==> config.mk <==
export PLATFORM = sky130hd
export DESIGN_NAME = ttc_timer
export DESIGN_NICKNAME = d
export VERILOG_FILES = /design/src/pkg/ttc_pkg.sv /design/src/core/ttc_noise_filter.sv /design/src/core/ttc_prescaler.sv /design/src/core/ttc_timer.sv
export SDC_FILE = /design/constraint.sdc
export NUM_CORES = 1
export LEC_CHECK = 0
export ABC_AREA = 1
export BUFFER_PORTS_ARGS = -buffer_cell sky130_fd_sc_hd__buf_2
export CAP_MARGIN = 20
export CORE_MARGIN = 3
export CORE_UTILIZATION = 55
export CTS_BUF_LIST = sky130_fd_sc_hd__clkbuf_8
export CTS_CLUSTER_DIAMETER = 120
export CTS_CLUSTER_SIZE = 12
export DETAILED_ROUTE_END_ITERATION = 8
export PLACE_DENSITY = 0.72
export SLEW_MARGIN = 20
export SYNTH_ARGS = -nofsm -noshare
export SYNTH_HDL_FRONTEND = slang
export SYNTH_SLANG_ARGS = --single-unit
export TNS_END_PERCENT = 50
==> constraint.sdc <==
create_clock -name clk -period 4.6 [get_ports clk]
set_input_delay 0.69 -clock clk [delete_from_list [all_inputs] [get_ports clk]]
set_output_delay 0.69 -clock clk [all_outputs]
set_load 0.005 [all_outputs]
==> src/pkg/ttc_pkg.sv <==
// shared constants and types of the triggered timer / event counter
// How it works
// trigger mode idles until selected input edge, then counts source clocks
// trigger mode: count equal to limit clears, halts and raises match pulse
// with trigger-stop, opposite edge before match clears and halts silently
// with trigger-stop, halted counter restarts from zero on next trigger
// without trigger-stop, opposite edge and early retrigger are ignored
// input pulses of four clock periods or less never make an edge
// source holds each input level at least twelve clock periods
// event mode counts selected input edges instead of internal clocks
// event mode checks limit at opposite edge, then pulses match and clears
// source keeps event pulse high and low phases two machine cycles
// auto-capture copies running count into capture on each source clock
// software waits one source clock after enabling auto-capture to read
// software reads auto-captured value only while running and enabled
// window mode counts source clocks while input sits at chosen level
// window mode: count equal to limit raises match pulse and clears
// window pulse should be much slower than the source clock
// single-edge width: opposite edge captures, pulses, sets count to one, awaits start
// double-edge: opposite edge captures; start edge captures, clears, goes on
// software picks rising start for high widths, falling for low
// software reads capture before the next start edge, as one word
// after single-edge capture counter rests at one until next edge
// software discards the first capture after starting width measurement
// limit takes low then high byte; applied at next source clock (while stopped, the code applies it on the next clock)
// software changes mode and clock fields only while stopped
// counter, limit and capture are whole 16-bit words
`default_nettype none
package ttc_pkg;
	localparam int CLK_PERIOD_NS = 10;
	localparam int NOISE_NS      = 40;
	localparam int DETECT_NS     = 120;
	localparam int NOISE_CYC     = NOISE_NS / CLK_PERIOD_NS;
	localparam int DETECT_CYC    =
		(DETECT_NS + CLK_PERIOD_NS - 1) / CLK_PERIOD_NS;
	// stable run needed is twice the noise limit, within the detect bound
	localparam int FILT_CYC      = NOISE_CYC * 2;
	localparam logic [3:0] FILT_LAST = 4'(FILT_CYC - 1);

	localparam logic [3:0] SHIFT_SLOW = 4'hb;
	localparam logic [3:0] SHIFT_MID  = 4'h7;
	localparam logic [3:0] SHIFT_FAST = 4'h3;

	localparam logic [3:0] ADDR_CTRL     = 4'h0;
	localparam logic [3:0] ADDR_GEAR     = 4'h1;
	localparam logic [3:0] ADDR_LIMIT_LO = 4'h2;
	localparam logic [3:0] ADDR_LIMIT_HI = 4'h3;
	localparam logic [3:0] ADDR_CAP_LO   = 4'h4;
	localparam logic [3:0] ADDR_CAP_HI   = 4'h5;
	localparam logic [3:0] ADDR_CNT_LO   = 4'h6;
	localparam logic [3:0] ADDR_CNT_HI   = 4'h7;

	localparam int CTRL_MODE_LSB = 0;
	localparam int CTRL_CK_LSB   = 2;
	localparam int CTRL_RUN_LSB  = 4;
	localparam int CTRL_OPT_BIT  = 6;

	localparam logic [7:0]  CTRL_RST  = 8'h00;
	localparam logic        GEAR_RST  = 1'b0;
	localparam logic [15:0] LIMIT_RST = 16'hffff;
	localparam logic [15:0] CAP_RST   = 16'h0000;

	localparam logic [1:0] RUN_STOP = 2'h0;
	localparam logic [1:0] RUN_CMD  = 2'h1;
	localparam logic [1:0] RUN_FALL = 2'h3;
	localparam logic [1:0] MODE_TIMER  = 2'h0;
	localparam logic [1:0] MODE_WINDOW = 2'h1;
	localparam logic [1:0] MODE_PULSE  = 2'h2;
	localparam logic [1:0] MODE_PPG    = 2'h3;
	localparam logic [1:0] CK_EXT      = 2'h3;

	typedef enum logic [2:0] {
		ST_STOP  = 3'b001,
		ST_WAIT  = 3'b010,
		ST_COUNT = 3'b100
	} ttc_state_t;
endpackage
`default_nettype wire

==> src/core/ttc_noise_filter.sv <==
// input noise rejection with edge pulses
`default_nettype none
module ttc_noise_filter (
	input  wire logic clk,
	input  wire logic rst,
	input  wire logic ce,
	input  wire logic pin_in,
	output logic      level,
	output logic      rise,
	output logic      fall
);
	logic [3:0] run_reg;
	logic       lvl_reg;
	wire        differ = pin_in != lvl_reg;
	wire        flip   = differ && run_reg == ttc_pkg::FILT_LAST;

	always_ff @(posedge clk or posedge rst) begin
		if (rst) begin
			run_reg <= 4'h0;
			lvl_reg <= 1'b0;
			rise    <= 1'b0;
			fall    <= 1'b0;
		end else if (ce) begin
			run_reg <= (differ && !flip) ? run_reg + 4'h1 : 4'h0;
			lvl_reg <= flip ? pin_in : lvl_reg;
			rise    <= flip && pin_in;
			fall    <= flip && !pin_in;
		end
	end

	assign level = lvl_reg;
endmodule // ttc_noise_filter
`default_nettype wire

==> src/core/ttc_prescaler.sv <==
// source clock prescaler giving one-cycle ticks
`default_nettype none
module ttc_prescaler (
	input  wire logic       clk,
	input  wire logic       rst,
	input  wire logic       ce,
	input  wire logic [1:0] ck_sel,
	input  wire logic       div_sel,
	output logic            tick
);
	logic [12:0] div_reg;
	logic [3:0]  base;
	logic [12:0] mask;

	assign base = (ck_sel == 2'h0) ? ttc_pkg::SHIFT_SLOW :
		(ck_sel == 2'h1) ? ttc_pkg::SHIFT_MID : ttc_pkg::SHIFT_FAST;
	assign mask = 13'((13'h1 << (base + 4'(div_sel))) - 13'h1);

	always_ff @(posedge clk or posedge rst) begin
		if (rst) begin
			div_reg <= 13'h0000;
			tick    <= 1'b0;
		end else if (ce) begin
			div_reg <= div_reg + 13'h1;
			tick    <= &(div_reg | ~mask);
		end
	end
endmodule // ttc_prescaler
`default_nettype wire

==> src/core/ttc_timer.sv <==
// triggered timer / event counter with limit and capture registers
//
// The register offsets and strobed register access were decided locally.
`default_nettype none
module ttc_timer (
	input  wire logic       clk,
	input  wire logic       rst,
	input  wire logic       ce,
	input  wire logic [3:0] addr,
	input  wire logic [7:0] wdata,
	input  wire logic       wr,
	input  wire logic       rd,
	output logic      [7:0] rdata,
	input  wire logic       counter_input_pin,
	output logic            timer_match_irq
);
	logic [7:0]         timer_one_control;
	logic               prescaler_divide_select;
	logic [15:0]        compare_limit_register;
	logic [15:0]        capture_register;
	logic [15:0]        cnt_reg;
	logic [15:0]        cnt_next;
	logic [15:0]        cap_next;
	logic [7:0]         lim_lo_reg;
	logic [15:0]        lim_pend_reg;
	logic               pend_reg;
	ttc_pkg::ttc_state_t st_reg;
	ttc_pkg::ttc_state_t st_next;
	logic               irq_next;
	logic               pin_lvl;
	logic               pin_rise;
	logic               pin_fall;
	logic               pre_tick;

	function automatic logic [15:0] inc16(input logic [15:0] v);
		inc16 = v + 16'h0001;
	endfunction

	ttc_noise_filter u_filter (
		.clk    (clk),
		.rst    (rst),
		.ce     (ce),
		.pin_in (counter_input_pin),
		.level  (pin_lvl),
		.rise   (pin_rise),
		.fall   (pin_fall)
	);

	wire [1:0] mode              =
		timer_one_control[ttc_pkg::CTRL_MODE_LSB +: 2];
	wire [1:0] source_clock_select =
		timer_one_control[ttc_pkg::CTRL_CK_LSB +: 2];
	wire [1:0] run_start_select  =
		timer_one_control[ttc_pkg::CTRL_RUN_LSB +: 2];
	wire       opt_bit           = timer_one_control[ttc_pkg::CTRL_OPT_BIT];

	ttc_prescaler u_prescaler (
		.clk     (clk),
		.rst     (rst),
		.ce      (ce),
		.ck_sel  (source_clock_select),
		.div_sel (prescaler_divide_select),
		.tick    (pre_tick)
	);

	// opt_bit is trigger_stop_enable, capture_edge_mode or
	// auto_capture_enable depending on the mode
	wire ext_ck     = source_clock_select == ttc_pkg::CK_EXT;
	wire fall_sel   = run_start_select == ttc_pkg::RUN_FALL;
	wire start_edge = fall_sel ? pin_fall : pin_rise;
	wire opp_edge   = fall_sel ? pin_rise : pin_fall;
	wire stopped    = run_start_select == ttc_pkg::RUN_STOP;
	wire timer_fam  = mode == ttc_pkg::MODE_TIMER;
	wire is_event   = timer_fam && ext_ck;
	wire is_trig    = timer_fam && !ext_ck && run_start_select[1];
	wire is_cmd     = timer_fam && !ext_ck &&
		run_start_select == ttc_pkg::RUN_CMD;
	wire is_win     = mode == ttc_pkg::MODE_WINDOW;
	wire is_pw      = mode == ttc_pkg::MODE_PULSE;
	wire src_clk    = ext_ck ? start_edge : pre_tick;
	wire gate_lvl   = fall_sel ? !pin_lvl : pin_lvl;
	wire at_limit   = cnt_reg == compare_limit_register;
	wire auto_cap   = opt_bit && (is_cmd || is_event || is_win);
	wire armed_mode = is_trig || is_pw;
	wire counting   = st_reg == ttc_pkg::ST_COUNT;
	wire wr_ctrl    = wr && addr == ttc_pkg::ADDR_CTRL;
	wire wr_gear    = wr && addr == ttc_pkg::ADDR_GEAR;
	wire wr_lim_lo  = wr && addr == ttc_pkg::ADDR_LIMIT_LO;
	wire wr_lim_hi  = wr && addr == ttc_pkg::ADDR_LIMIT_HI;
	wire lim_apply  = pend_reg && (src_clk || stopped);

	always_comb begin
		st_next  = st_reg;
		cnt_next = cnt_reg;
		cap_next = capture_register;
		irq_next = 1'b0;
		if (stopped || mode == ttc_pkg::MODE_PPG) begin
			st_next  = ttc_pkg::ST_STOP;
			cnt_next = 16'h0000;
		end else begin
			case (st_reg)
			ttc_pkg::ST_STOP: begin
				st_next  = armed_mode ? ttc_pkg::ST_WAIT : ttc_pkg::ST_COUNT;
				cnt_next = 16'h0000;
			end
			ttc_pkg::ST_WAIT: begin
				if (start_edge || !armed_mode) begin
					st_next = ttc_pkg::ST_COUNT;
				end
			end
			ttc_pkg::ST_COUNT: begin
				if (is_event) begin
					if (start_edge) begin
						cnt_next = inc16(cnt_reg);
					end else if (opp_edge && at_limit) begin
						cnt_next = 16'h0000;
						irq_next = 1'b1;
					end
				end else if (is_pw) begin
					if (opp_edge) begin
						cap_next = cnt_reg;
						irq_next = 1'b1;
						if (opt_bit) begin
							cnt_next = 16'h0001;
							st_next  = ttc_pkg::ST_WAIT;
						end else if (src_clk) begin
							cnt_next = inc16(cnt_reg);
						end
					end else if (start_edge && !opt_bit) begin
						cap_next = cnt_reg;
						irq_next = 1'b1;
						cnt_next = 16'h0000;
					end else if (src_clk) begin
						cnt_next = inc16(cnt_reg);
					end
				end else if (is_trig && opt_bit && opp_edge) begin
					cnt_next = 16'h0000;
					st_next  = ttc_pkg::ST_WAIT;
				end else if (src_clk && (!is_win || gate_lvl)) begin
					if (at_limit) begin
						cnt_next = 16'h0000;
						irq_next = 1'b1;
						if (is_trig) begin
							st_next = ttc_pkg::ST_WAIT;
						end
					end else begin
						cnt_next = inc16(cnt_reg);
					end
				end
			end
			default: st_next = ttc_pkg::ST_STOP;
			endcase
		end
		if (auto_cap && src_clk && counting) begin
			cap_next = cnt_reg;
		end
	end

	wire [7:0] rd_val =
		(addr == ttc_pkg::ADDR_CTRL)     ? timer_one_control :
		(addr == ttc_pkg::ADDR_GEAR)     ? {7'h00, prescaler_divide_select} :
		(addr == ttc_pkg::ADDR_LIMIT_LO) ? compare_limit_register[7:0] :
		(addr == ttc_pkg::ADDR_LIMIT_HI) ? compare_limit_register[15:8] :
		(addr == ttc_pkg::ADDR_CAP_LO)   ? capture_register[7:0] :
		(addr == ttc_pkg::ADDR_CAP_HI)   ? capture_register[15:8] :
		(addr == ttc_pkg::ADDR_CNT_LO)   ? cnt_reg[7:0] :
		(addr == ttc_pkg::ADDR_CNT_HI)   ? cnt_reg[15:8] : 8'h00;

	always_ff @(posedge clk or posedge rst) begin
		if (rst) begin
			timer_one_control       <= ttc_pkg::CTRL_RST;
			prescaler_divide_select <= ttc_pkg::GEAR_RST;
			rdata                   <= 8'h00;
		end else if (ce) begin
			if (wr_ctrl) begin
				timer_one_control <= wdata;
			end
			if (wr_gear) begin
				prescaler_divide_select <= wdata[0];
			end
			rdata <= rd ? rd_val : 8'h00;
		end
	end

	always_ff @(posedge clk or posedge rst) begin
		if (rst) begin
			lim_lo_reg             <= 8'h00;
			lim_pend_reg           <= ttc_pkg::LIMIT_RST;
			pend_reg               <= 1'b0;
			compare_limit_register <= ttc_pkg::LIMIT_RST;
		end else if (ce) begin
			if (wr_lim_lo) begin
				lim_lo_reg <= wdata;
			end
			if (wr_lim_hi) begin
				lim_pend_reg <= {wdata, lim_lo_reg};
			end
			pend_reg <= wr_lim_hi || (pend_reg && !lim_apply);
			if (lim_apply) begin
				compare_limit_register <= lim_pend_reg;
			end
		end
	end

	always_ff @(posedge clk or posedge rst) begin
		if (rst) begin
			st_reg           <= ttc_pkg::ST_STOP;
			cnt_reg          <= 16'h0000;
			capture_register <= ttc_pkg::CAP_RST;
			timer_match_irq  <= 1'b0;
		end else if (ce) begin
			st_reg           <= st_next;
			cnt_reg          <= cnt_next;
			capture_register <= cap_next;
			timer_match_irq  <= irq_next;
		end
	end

	wire quiet = ce && !wr;
	wire live  = quiet && !stopped;
endmodule // ttc_timer
`default_nettype wire

==> results.md <==
| Step | Item | This run |
|:---|:---|:---|
| sta | Pins Over Slew Limit | 0 |
| clocking | Total number of H-tree levels | 4 |
| routing | First-pass iteration count of the detailed router | 5 |
| sta | Fmax achieved | 400 MHz |
| routing | Violation count after the first detailed-routing iteration | 695 |
| yosys | Number of synthesized flops with an enable pin | 0 |
| routing | DRT Wirelength | 19.1 mm |
| yosys | Post-synthesis async set-or-reset flop share | 100% |
| grt | Wire length of the first global-routing pass | 31.1 mm |
| worst setup path | Capturing element type of the critical path | flip-flop |
| run status | Result of the run | completed |
| sta | Setup TNS after final layout | 0 ns |
| yosys | Proportion of netlist area held by the largest area contributor | 28.9% |
| grt | Initial antenna violation count | 0 |
| yosys | Ys flop type | sky130_fd_sc_hd__dfrtp_1 |
| yosys | Synth top cells by count | sky130_fd_sc_hd__nand2_1 (303), sky130_fd_sc_hd__inv_1 (103), sky130_fd_sc_hd__nor2_1 (83) |
| floorplanning | Effective utilization at floorplan | 57.8% |
| yosys | Synthesized flop and latch total | 115 |
| sta | Actual transition at the worst max-transition pin | 0.958 ns |
| floorplanning | Row count | 40 |
| routing | DR DRC count | 0 |
| clocking | Number of buffers inserted by hold repair at cts | 0 |
| sta | Clock Skews | 0.0109 ns |
| sta | RSZ-0062 raised after global routing | no |
| clocking | Number of clock sinks seen by CTS | 115 |
| yosys | Leading cell types by total area after synthesis | sky130_fd_sc_hd__dfrtp_1 (29%), sky130_fd_sc_hd__nand2_1 (16%), sky130_fd_sc_hd__dfstp_2 (12%) |
| clocking | Largest buffer count on any clock path | 2 |
| placement | Gp weighted congestion | 0.920 |
| yosys | Count leader, synth | sky130_fd_sc_hd__nand2_1 |
| placement | DP HPWL | 13.6 mm |
| yosys | Largest area contributor in the synthesized netlist | sky130_fd_sc_hd__dfrtp_1 |
| yosys | Cells after Synth | 989 |
| floorplanning | Placeable Area | 0.0123 sq mm |
| worst setup path | Data arrival, critical path | 2.85 ns |
| placement | Post-placement cell area | 0.00727 sq mm |
| clocking | CTS tree | yes |
| power | Leakage power | 3.83 nW |
| floorplanning | Die Wd | 120 um |
| sta | Final Cycle Share | 54.4% |
| yosys | Syn_nets | 1013 |
| hold path | Kind of path behind the tightest hold check | input port to async pin |
| yosys | Count of different cell masters after synthesis | 45 |
| clocking | Number of setup buffers added after CTS | 0 |
| routing | Average detailed-routed wire length per instance | 16.1 um |
| sta | Min Clock Period, post-route | 2.50 ns |
| cells and area | Post-layout util | 62.6% |
| worst setup path | Element type at the critical path start | flip-flop |
| floorplanning | Die Area | 0.0143 sq mm |
| cells and area | FILL cells | 1130 |
| clocking | Clock Pin Slew Worst Setup and Hold Paths | 0.07 ns |
| routing | Antenna-violating nets left | 0 |
| floorplanning | Io pins | 27 |
| grt | Pin count of the biggest net entering global routing | 62 |
| yosys | Post-Syn Area | 0.00711 sq mm |
| yosys | Number of warnings issued by yosys | 0 |
| worst setup path | Worst endpoint required time | 4.95 ns |
| sta | Final Hold Fails | 0 |
| cells and area | Final Net Count | 1025 |
| clocking | Resized Gates After CTS | 0 |
| cells and area | Layout overhead on the synthesized area | 8.43% |
| grt | GRT Total Usage | 27.5% |
| worst setup path | Largest fanout on the critical path | 32 |
| yosys | Sequential-to-total area share from yosys stat | 41.0% |
| routing | Routed vias/inst | 5.55 |
| cells and area | Layout Cell Area excl Fill | 0.00771 sq mm |
| clocking | Number of buffers added by the clock tree synthesis step | 17 |
| yosys | Syn_area_per_cell | 7.19 sq um |
| power | Maximum vdd drop | 0.265 mV |
| grt | Gr ovfl total | 0 |
| power | Power density normalized to cell area | 421 mW/mm^2 |
| placement | Number of port buffers | 26 |
| clocking | CTS Root Cell | sky130_fd_sc_hd__clkbuf_8 |
| worst setup path | Critical path start-end classification | flip-flop to flip-flop |
| grt | Via count of the first global-routing pass | 6048 |
| cells and area | Layout cell share with drive strength beyond 1 | 13.9% |
| flow run | MaxCap Viol Count | 0 |
| routing | Routed via count | 6565 |
| cells and area | Number of antenna diodes | 0 |
| clocking | Clock insertion delay at the later pin of the skew report | 0.45 ns |
| sta | Setup-violating endpoint count in the final report | 0 |
| floorplanning | Height of the die | 120 um |
| sta | Rel. slew slack | 36.0% |
-- layout by cell type (no fill, tap or decap), types with 26 or more instances in the layout --
cell type                 instances
sky130_fd_sc_hd__nand4_1         27
sky130_fd_sc_hd__a21oi_1         38
sky130_fd_sc_hd__inv_1          105
sky130_fd_sc_hd__nor2_1          83
sky130_fd_sc_hd__buf_2           26
sky130_fd_sc_hd__o21ai_1         35
sky130_fd_sc_hd__nand2_1        303
sky130_fd_sc_hd__dfstp_2         33
sky130_fd_sc_hd__o21ai_0         71
sky130_fd_sc_hd__dfrtp_1         82
sky130_fd_sc_hd__nand3_1         65
-- power breakdown --
part	leakage (nW)	switching, mW	internal, mW
combinational	2.16	0.467	0.261
sequential	1.44	0.197	1.27
clock	0.233	0.425	0.626
total	3.83	1.09	2.16
-- path summary, 6_finish.rpt --
path | start | end | slack, ns | depth (start not counted)
min reg2reg | rdata[7]$_DFFE_PP0P_ | rdata[7]$_DFFE_PP0P_ | 0.48 | 2
min | rst | timer_one_control[7]$_DFFE_PP0P_ | 0.37 | 2
max | timer_one_control[5]$_DFFE_PP0P_ | capture_register[0]$_DFFE_PP0P_ | 2.10 | 8
max reg2reg | timer_one_control[5]$_DFFE_PP0P_ | capture_register[0]$_DFFE_PP0P_ | 2.10 | 8
min in group clk | counter_input_pin | u_filter.fall$_DFFE_PP0P_ | 0.47 | 2
max in group asynchronous | rst | cnt_reg[4]$_DFFE_PP0P_ | 3.31 | 3
-- cell families (layout without fill, tap and decap cells) --
kind of cell	after synthesis	in the layout	synth area share (%)
multiplexers	5	5	0.792
XOR/XNOR	21	21	2.59
buffers and inverters	151	176	8.94
AND/OR/NAND/NOR	529	529	33.5
adder cells (fa/ha/maj)	6	6	1.06
flip-flops	115	115	41.0
AO/OA/AOI/OAI	162	162	12.1
-- layer usage --
layer / vias up / GRT usage, % / wire length [um] / share of wire (%)
li1: 3204 / - / - / -
met2: 287 / 42.1 / 8540 / 45
met5: - / 0 / 0 / 0
met3: 50 / 6.55 / 1600 / 8.4
met1: 3024 / 38.5 / 8430 / 44
met4: 0 / 9.38 / 489 / 2.6
-- critical path: stages (launching register included) --
cell and delay, ns:
sky130_fd_sc_hd__dfrtp_1 0.64, sky130_fd_sc_hd__nand2_4 0.11, sky130_fd_sc_hd__nand2_1 0.10, sky130_fd_sc_hd__nand3_2 0.10, sky130_fd_sc_hd__nand2_4 0.21, sky130_fd_sc_hd__nand3_1 0.10
sky130_fd_sc_hd__o21ai_1 0.18, sky130_fd_sc_hd__nand2_1 0.58, sky130_fd_sc_hd__o21ai_1 0.37
-- cell type report --
cell class / instances / area (sq um) / share of cell area (%)
timing repair buffer: 29 / 153 / 1.98
sequential: 115 / 2920 / 37.9
inverter: 115 / 434 / 5.63
multi-input combinational: 723 / 3560 / 46.1
tap: 168 / 210 / 2.73
clock inverter: 12 / 163 / 2.11
clock buffer: 20 / 275 / 3.57
-- stage by stage --
step                      cells  setup slack [ns]  hold WS [ns]  total power [mW]
after floorplan             989             0.921         0.442              1.99
after global placement     1150              2.14         0.459              2.18
after detailed placement   1150              2.13         0.463              2.19
after CTS                  1182              2.14         0.391              3.25
after global routing       1182              1.79         0.395              3.42
final                      1182              2.10         0.371              3.24
Power figures use the tool's default switching activity.
